$ cat src/xclu_regs.vh
/*
 Constants for the exclusive-OR and complement logic unit: function codes,
 operand widths and the word reset value.
 Assumes the instruction sequencer presents one decoded function code per execution step.
*/
// How it works
// - Function code 036 writes the bitwise XOR of two 16-bit input words to the result word.
// - Function code 612 XORs two 32-bit operands bit by bit into a 32-bit result.
// - For double words, word n is the low half and word n+1 the high half, for inputs and result.
// - Function code 029 inverts every bit of the target word and writes it back in place.
// - Function code 614 inverts all 32 bits of the target word pair and writes both back in place.
// - In the plain form complement acts on every enabled cycle, so a held condition toggles the word each cycle.
// - After each operation the equals flag is set when the result is zero and cleared otherwise.
// - After each operation the negative flag follows the result's top bit and the error flag is cleared.
// - Nothing executes while the execution condition is false, and the result words stay unchanged.
`ifndef XCLU_REGS_VH
`define XCLU_REGS_VH
`define XCLU_FUNC_W 12
`define XCLU_FN_XOR_SINGLE 12'h036
`define XCLU_FN_XOR_DOUBLE 12'h612
`define XCLU_FN_INV_SINGLE 12'h029
`define XCLU_FN_INV_DOUBLE 12'h614
`define XCLU_WORD_W 16
`define XCLU_DWORD_W 32
`define XCLU_WORD_RST 16'h0000
`endif

$ cat src/xclu_unit.v
/*
 Exclusive-OR and complement logic unit: single and double word XOR into a result
 pair, in-place single and double word complement, and the error, equals and negative flags.
 Assumes the instruction sequencer drives all inputs synchronously on SYS_CLK, so no
 synchroniser is used. The function code is a BCD-style hex value (036, 612, 029, 614).
*/
`include "xclu_regs.vh"
module xclu_unit (
   input wire SYS_CLK,
   input wire RST,
   input wire EXEC_COND,
   input wire DIFF_MODE,
   input wire [`XCLU_FUNC_W-1:0] FUNC_CODE,
   input wire [`XCLU_WORD_W-1:0] IN1_LO,
   input wire [`XCLU_WORD_W-1:0] IN1_HI,
   input wire [`XCLU_WORD_W-1:0] IN2_LO,
   input wire [`XCLU_WORD_W-1:0] IN2_HI,
   input wire TARGET_LOAD,
   input wire [`XCLU_WORD_W-1:0] TARGET_WORD_LO_IN,
   input wire [`XCLU_WORD_W-1:0] TARGET_WORD_HI_IN,
   output reg [`XCLU_WORD_W-1:0] RESULT_LO,
   output reg [`XCLU_WORD_W-1:0] RESULT_HI,
   output reg [`XCLU_WORD_W-1:0] TARGET_WORD_LO,
   output reg [`XCLU_WORD_W-1:0] TARGET_WORD_HI,
   output reg ERROR_FLAG,
   output reg EQUALS_FLAG,
   output reg NEGATIVE_FLAG,
   output reg DONE
);

   // Decoded operation kinds; every code outside the four is a no-operation
   localparam [2:0] OP_NONE = 3'h0;
   localparam [2:0] OP_XOR_SINGLE = 3'h1;
   localparam [2:0] OP_XOR_DOUBLE = 3'h2;
   localparam [2:0] OP_INV_SINGLE = 3'h3;
   localparam [2:0] OP_INV_DOUBLE = 3'h4;

   // Condition as seen on the previous edge, for the differentiated form
   reg cond_prev_reg;
   reg cond_prev_next;

   // Next values of the registered outputs
   reg [`XCLU_WORD_W-1:0] result_lo_next;
   reg [`XCLU_WORD_W-1:0] result_hi_next;
   reg [`XCLU_WORD_W-1:0] target_lo_next;
   reg [`XCLU_WORD_W-1:0] target_hi_next;
   reg error_next;
   reg equals_next;
   reg negative_next;
   reg done_next;

   // Operand pairs, per-bit logic and write enables
   reg [`XCLU_DWORD_W-1:0] res;
   wire [`XCLU_DWORD_W-1:0] in1;
   wire [`XCLU_DWORD_W-1:0] in2;
   wire [`XCLU_DWORD_W-1:0] tgt;
   wire [`XCLU_DWORD_W-1:0] xor_bits;
   wire [`XCLU_DWORD_W-1:0] inv_bits;
   wire [2:0] op;
   wire fire;
   wire exec;
   wire dbl;
   wire inv_op;
   wire res_lo_we;
   wire res_hi_we;
   wire tgt_lo_we;
   wire tgt_hi_we;
   wire [1:0] flags_now;

   // One decoder for the operand path and the write-back path keeps both in step
   function [2:0] decode_op;
      input [`XCLU_FUNC_W-1:0] code;
      begin
         case (code)
            `XCLU_FN_XOR_SINGLE: decode_op = OP_XOR_SINGLE;
            `XCLU_FN_XOR_DOUBLE: decode_op = OP_XOR_DOUBLE;
            `XCLU_FN_INV_SINGLE: decode_op = OP_INV_SINGLE;
            `XCLU_FN_INV_DOUBLE: decode_op = OP_INV_DOUBLE;
            default: decode_op = OP_NONE;
         endcase
      end
   endfunction

   function is_double;
      input [2:0] kind;
      begin
         is_double = (kind == OP_XOR_DOUBLE) || (kind == OP_INV_DOUBLE);
      end
   endfunction

   function is_invert;
      input [2:0] kind;
      begin
         is_invert = (kind == OP_INV_SINGLE) || (kind == OP_INV_DOUBLE);
      end
   endfunction

   // Flags follow the width of the operation: top bit of a word, or of a pair
   function [1:0] result_flags;
      input [`XCLU_DWORD_W-1:0] value;
      input wide;
      begin
         if (wide) begin
            result_flags = {~|value, value[`XCLU_DWORD_W-1]};
         end else begin
            result_flags = {~|value[`XCLU_WORD_W-1:0], value[`XCLU_WORD_W-1]};
         end
      end
   endfunction

   // Word n is the low half and word n+1 the high half of every pair
   assign in1 = {IN1_HI, IN1_LO};
   assign in2 = {IN2_HI, IN2_LO};
   assign tgt = {TARGET_WORD_HI, TARGET_WORD_LO};

   // Bit slices are independent, so each is one gate
   genvar bit_idx;
   generate
      for (bit_idx = 0; bit_idx < `XCLU_DWORD_W; bit_idx = bit_idx + 1) begin : g_bit
         assign xor_bits[bit_idx] = in1[bit_idx] ^ in2[bit_idx];
         assign inv_bits[bit_idx] = ~tgt[bit_idx];
      end
   endgenerate

   // Differentiated form fires on the rising edge only; plain form every enabled cycle
   assign fire = DIFF_MODE ? (EXEC_COND & ~cond_prev_reg) : EXEC_COND;
   assign op = decode_op(FUNC_CODE);
   assign exec = fire & (op != OP_NONE);
   assign dbl = is_double(op);
   assign flags_now = result_flags(res, dbl);

   // Which halves an executing operation writes back
   assign inv_op = is_invert(op);
   assign res_lo_we = exec & ~inv_op;
   assign res_hi_we = exec & ~inv_op & dbl;
   assign tgt_lo_we = exec & inv_op;
   assign tgt_hi_we = exec & inv_op & dbl;

   // Result of the decoded operation; zero when nothing is decoded
   always @* begin
      res = {`XCLU_DWORD_W{1'h0}};
      case (op)
         OP_XOR_SINGLE: begin
            res = {{`XCLU_WORD_W{1'h0}}, xor_bits[`XCLU_WORD_W-1:0]};
         end
         OP_XOR_DOUBLE: begin
            res = xor_bits;
         end
         OP_INV_SINGLE: begin
            res = {{`XCLU_WORD_W{1'h0}}, inv_bits[`XCLU_WORD_W-1:0]};
         end
         OP_INV_DOUBLE: begin
            res = inv_bits;
         end
         default: begin
            res = {`XCLU_DWORD_W{1'h0}};
         end
      endcase
   end

   // Next-value logic: every output but DONE holds unless an executed operation or a load writes it
   always @* begin
      cond_prev_next = EXEC_COND;
      result_lo_next = RESULT_LO;
      result_hi_next = RESULT_HI;
      target_lo_next = TARGET_WORD_LO;
      target_hi_next = TARGET_WORD_HI;
      error_next = ERROR_FLAG;
      equals_next = EQUALS_FLAG;
      negative_next = NEGATIVE_FLAG;
      done_next = exec;
      // A load and an executing complement on one edge: the complement wins on the words it
      // writes, and it works on the word held before the load
      if (TARGET_LOAD) begin
         target_lo_next = TARGET_WORD_LO_IN;
         target_hi_next = TARGET_WORD_HI_IN;
      end
      if (exec) begin
         error_next = 1'h0;
         equals_next = flags_now[1];
         negative_next = flags_now[0];
      end
      if (res_lo_we) begin
         result_lo_next = res[`XCLU_WORD_W-1:0];
      end
      if (res_hi_we) begin
         result_hi_next = res[`XCLU_DWORD_W-1:`XCLU_WORD_W];
      end
      // In the plain form runs on every enabled cycle, so a held condition toggles the word
      if (tgt_lo_we) begin
         target_lo_next = res[`XCLU_WORD_W-1:0];
      end
      if (tgt_hi_we) begin
         target_hi_next = res[`XCLU_DWORD_W-1:`XCLU_WORD_W];
      end
   end

   // Every output is a flip-flop; all choices are made in the next-value logic
   always @(posedge SYS_CLK) begin
      if (RST) begin
         cond_prev_reg <= 1'h0;
         RESULT_LO <= `XCLU_WORD_RST;
         RESULT_HI <= `XCLU_WORD_RST;
         TARGET_WORD_LO <= `XCLU_WORD_RST;
         TARGET_WORD_HI <= `XCLU_WORD_RST;
         ERROR_FLAG <= 1'h0;
         EQUALS_FLAG <= 1'h0;
         NEGATIVE_FLAG <= 1'h0;
         DONE <= 1'h0;
      end else begin
         cond_prev_reg <= cond_prev_next;
         RESULT_LO <= result_lo_next;
         RESULT_HI <= result_hi_next;
         TARGET_WORD_LO <= target_lo_next;
         TARGET_WORD_HI <= target_hi_next;
         ERROR_FLAG <= error_next;
         EQUALS_FLAG <= equals_next;
         NEGATIVE_FLAG <= negative_next;
         DONE <= done_next;
      end
   end

endmodule // xclu_unit

$ cat config.mk
export PLATFORM = sky130hd
export DESIGN_NAME = xclu_unit
export DESIGN_NICKNAME = d
export VERILOG_FILES = /design/src/xclu_unit.v
export VERILOG_INCLUDE_DIRS = /design/src
export SDC_FILE = /design/constraint.sdc
export NUM_CORES = 1
export LEC_CHECK = 0
export ABC_AREA = 1
export BUFFER_PORTS_ARGS = -buffer_cell sky130_fd_sc_hd__buf_2
export CORE_MARGIN = 1
export CORE_UTILIZATION = 45
export DETAILED_ROUTE_END_ITERATION = 10
export PLACE_DENSITY = 0.76
export SLEW_MARGIN = 20
export SYNTH_ARGS = -nofsm -noshare
export SYNTH_HDL_FRONTEND = slang
export SYNTH_SLANG_ARGS = --single-unit
$ cat constraint.sdc
create_clock -name SYS_CLK -period 3.3 [get_ports SYS_CLK]
set_input_delay 0.99 -clock SYS_CLK [delete_from_list [all_inputs] [get_ports SYS_CLK]]
set_output_delay 0.99 -clock SYS_CLK [all_outputs]
set_load 0.005 [all_outputs]
# Yosys cells after proc, flatten, opt, wreduce, memory -nomap -nowiden
# Index checks and enable logic that the tools add are counted.
[classes] n_mux=8 reduce_logical=9 n_bitwise=72 n_eq_ne=8
[ops] operator="$pmux 32 s4" count=1
[ops] operator="$mux 16" count=4
[ops] operator="$not 1->1" count=34
[ops] operator="$reduce_or 32->1" count=1
[ops] operator="$xor 1x1->1" count=32
[ops] operator="$eq 12x11->1 const B" count=2
[ops] operator="$eq 12x6->1 const B" count=2
[ops] operator="$reduce_or 16->1" count=1
[ops] operator="$pmux 3 s4" count=1
[ops] operator="$and 1x1->1" count=6
[ops] operator="$eq 3x2->1 const B" count=2
[ops] operator="$reduce_bool 2->1" count=2
[ops] operator="$eq 3x1->1 const B" count=1
[ops] operator="$eq 3x3->1 const B" count=1
[ops] operator="$reduce_bool 3->1" count=1
[ops] operator="$logic_not 1->1" count=2
[ops] operator="$logic_or 1x1->1" count=2
[ops] operator="$mux 2" count=1
[ops] operator="$mux 1" count=1
[totals] wordCells=105 regBits=68 output_inout_bits=68 in_bits=113

# Depth between registers and ports, before layout
[depth] ltp_word=7 ltp_mapped=15 mapped_depth_nobuf=14

# Worst setup path after synthesis
# OpenSTA, ideal clock, no wires.
[synth_path] path_type="input to register" startpoint="input FUNC_CODE[10]" endpoint="register RESULT_HI[2]" stages=13 t_required_ns=3.180 setup_ns=0.120 path_buffers=2 path_slack_ns=0.803 arrival_ns=2.377 path_cell_list="nand2_1 > nor3_4 > nand3b_2 > nand2_1 > inv_1 > nand2_1 > nand2_2 > nor2_2 > buf_4 > nand2_2 > buf_2 > o21ai_1 > a21oi_1"
[synth_via] elab_chain_len=7 word_cells_on_any_way=17
[synth_rtl] element="start: declaration" line_no="xclu_unit.v:13" source="input wire [`XCLU_FUNC_W-1:0] FUNC_CODE,"
[synth_rtl] element="$eq 12x11->1 or $eq 12x6->1 (tied branches)" line_no="xclu_unit.v:74" source="case (code)"
[synth_rtl] element="$pmux 3 s4 *" line_no="xclu_unit.v:74"
[synth_rtl] element="$eq 3x2->1 or $eq 3x3->1 (tied branches)" line_no="xclu_unit.v:94, xclu_unit.v:142, xclu_unit.v:87"
[synth_rtl] element="$logic_or 1x1->1" line_no="xclu_unit.v:94" source="is_invert = (kind == OP_INV_SINGLE) || (kind == OP_INV_DOUBLE);"
[synth_rtl] element="$not 1->1" line_no="xclu_unit.v:135" source="assign res_hi_we = exec & ~inv_op & dbl;"
[synth_rtl] element="$and 1x1->1 (2 in series)" line_no="xclu_unit.v:135"
[synth_rtl] element="end signal: assignment" line_no="xclu_unit.v:203" source="RESULT_HI <= `XCLU_WORD_RST;"
[synth_rtl] element="end signal: assignment" line_no="xclu_unit.v:213" source="RESULT_HI <= result_hi_next;"
[synth_rtl] element="end: declaration" line_no="xclu_unit.v:22" source="output reg [`XCLU_WORD_W-1:0] RESULT_HI,"
# Every way passes the cells marked *; elsewhere a longest branch is shown, timed or not.
# A chain may end at the register's enable or synchronous reset.

# Final worst setup path
[layout_path] startpoint="input FUNC_CODE[8]" endpoint="register RESULT_HI[0]"
# The elaborated chain is that of the path after synthesis.

==> out/results.ini <==
[detailed_routing]
viasPerCell = 5.18
routedWlPerCell_um = 13.7
routed_wl_mm = 14.0
drtIter0Drc = 315
antenna_left = 0
drc = 0
vias = 5281
firstDrtPassIters = 5

[die]
io_pins = 181
die_x_um = 101
dieArea_mm2 = 0.0103
fp.dieH_um = 101
start_util_pct = 47.2
core-area_mm2 = 0.00942
num_rows = 35

[sta]
finalCritPeriodShare_pct = 77.6
period_needed_ps = 2560
fin_tns_setup_ps = 0
tightest_slew_ps = 536
fin_worst_skew_ps = 9.73
fmax_mhz = 390
timing.hold.ws_ps = 444
slew_violations = 0
slew_headroom_pct = 64.1
finalHoldViolCount = 0
setup_violations = 0
rsz0062_at_grt = false

[layout]
antenna_cells = 0
final_nets = 998
drive_above_1_share_pct = 26.0
syn_to_final_growth_pct = 26.7
design_area_mm2 = 0.00563

[grt]
use_met2_pct = 49.0
busiest_layer = met2
overflow = 0
use_met3_pct = 3.17
grtUsageTotal_pct = 27.0
grt_use_met1_pct = 31.8
grt_pass1_wl_mm = 21.6
grt_pass1_vias = 4520
grt_antenna_before_repair = 0
grt_max_degree = 52

[worst_setup_path]
slowest_delay_ps = 440
cp.buffers_inverters = 1
ff2ff_path_depth = 10
crit_path_top_delay_cell = o21ai_2
r2r_end = TARGET_WORD_HI[14]$_SDFFE_PP0P_
path_delay_family = simple AND/OR/NAND/NOR gates
cp_cell_sequence = buf_2 -> nor2_1 -> and2_0 -> nand2_1 -> o21ai_2 -> nor2_2 -> nand2_2 -> o21ai_0 -> a21oi_1
r2r-start = cond_prev_reg$_SDFF_PP0_
critPathKind = in2reg
crit_arrival_ps = 2840
cp-end-kind = register
critPathLaunchType = input pin
reg2reg_setup_slack_ps = 1670
crit_required_ps = 3580
cp_max_fo = 32

[synthesis]
syn_area_mm2 = 0.00444
ys_seq_area_share_pct = 30.6
ys_warn_count = 0
synthFlopType = dfxtp_1
synth_area_leaders = dfxtp_1, nand2_1, nand3_1
synth_adder_area_share_pct = 0
ys_ff_latch = 68
netlist_instances = 721
synth_top_cells_by_count = nand2_1, nand3_1, o21ai_0
synth.avg_cell_area_um2 = 6.16
synth.distinct_cells = 28
synth.area.mux_share_pct = 0
synth_xor_area_share_pct = 6.31
synth_top_family_by_area = simple AND/OR/NAND/NOR gates
synth_top_cell_by_area = dfxtp_1
synth-simple-area-share_pct = 32.1
synth_compound_area_share_pct = 20.7
async_reset_ff_share_pct = 0
synth_top_cell_area_share_pct = 30.6
synth.most_common_cell = nand2_1
syn_nets = 834
synth_edf_count = 0

[placement]
routabilityCongestion = 0.920
io_buffers = 179
placedInstanceArea_mm2 = 0.00543
dp_hpwl_mm = 10.6

[clock_tree]
ctsHoldBuffers = 0
cts_sinks = 68
cts_tree = built
clock_latency_ps = 350
path_clk_slew_ps = 80
cts_root_buf = clkbuf_8
cts_setup_buffers = 0
cts_max_level = 3
cts_resized = 0
cts-buffers-inserted = 9
clk_path_buf_depth = 2

[min_path]
hold_class = reg2reg
whs_path_depth = 2
min_to = RESULT_HI[14]$_SDFFE_PP0P_
min_from = RESULT_HI[14]$_SDFFE_PP0P_

[power]
vdd_drop_max_mv = 0.191
power_density_mw_per_mm2 = 328
cellLeakagePower_nw = 2.89

[flow_run]
cap_violations = 0

[status]
run_status = finished clean

-- final cells by class --
class | instances | area [um^2]
Tap cell | 129 | 161
Fill cell | 976 | 3780
Timing Repair Buffer | 196 | 1020
Multi-Input combinational cell | 541 | 2630
Sequential cell | 68 | 1360
Clock inverter | 7 | 75.1
Clock buffer | 9 | 124
Inverter | 69 | 259
-- cells in the final DEF, fill, tap and decap left out, drive strengths merged --
cell	netlist	routed
o21a	1	1
nand3b	4	4
xor2	32	32
dfxtp	68	68
nor2	58	58
nand3	93	93
nor3	1	1
inv	68	69
clkbuf	26	9
buf	17	196
conb	1	1
clkinv	1	6
a22oi	7	7
nand2	174	174
o21ai	103	103
a211oi	1	1
a31oi	3	3
and2	1	1
bufinv	0	1
a21oi	62	62
-- worst reg2reg max path, stage by stage, from the launching register on --
cell	delay [ps]
dfxtp_1	310
nand2_1	80
nand2_1	70
inv_1	60
o21ai_2	70
inv_2	70
nand3_2	80
nand2_2	220
inv_2	330
nand2_1	110
a21oi_1	160
-- report_power, final --
group,internal (mW),switching (mW)
combinational,0.114,0.157
clock,0.353,0.359
sequential,0.843,0.0203
total,1.31,0.536
-- cell families (layout without fill, tap and decap cells) --
group,count (synthesis),in the layout
other cells,1,1
compound gates,177,177
simple gates,331,331
buf+inv,112,281
flops,68,68
xor+xnor,32,32
-- through the flow --
step | util, % | instances | setup WS (ps) | total power, mW
2_1_floorplan | - | 721 | 803 | 1.01
3_3_place_gp | 57.7 | 1003 | 433 | 1.15
3_5_place_dp | 57.7 | 1003 | 391 | 1.15
4_1_cts | 59.8 | 1019 | 748 | 1.85
5_1_grt | 59.8 | 1019 | 472 | 1.92
6_report | 59.8 | 1019 | 738 | 1.85
-- worst max-delay path by stage --
stage	cells after the start	start	slack, ps	to
6_report	9	FUNC_CODE[8]	740	RESULT_HI[0]$_SDFFE_PP0P_
5_1_grt	13	FUNC_CODE[7]	470	RESULT_HI[1]$_SDFFE_PP0P_
4_1_cts	9	FUNC_CODE[8]	750	RESULT_HI[0]$_SDFFE_PP0P_
3_5_place_dp	9	FUNC_CODE[8]	390	RESULT_HI[0]$_SDFFE_PP0P_
3_3_place_gp	13	FUNC_CODE[7]	430	TARGET_WORD_HI[1]$_SDFFE_PP0P_
2_1_floorplan	13	FUNC_CODE[10]	800	RESULT_HI[2]$_SDFFE_PP0P_
-- metal layers --
layer  vias up  part of all wire [%]
met4         0                   2.7
met3        29                   6.1
met1      2342                    42
li1       2685                     -
met2       225                    49
met5         -                     0
Power figures use the tool's default switching activity.
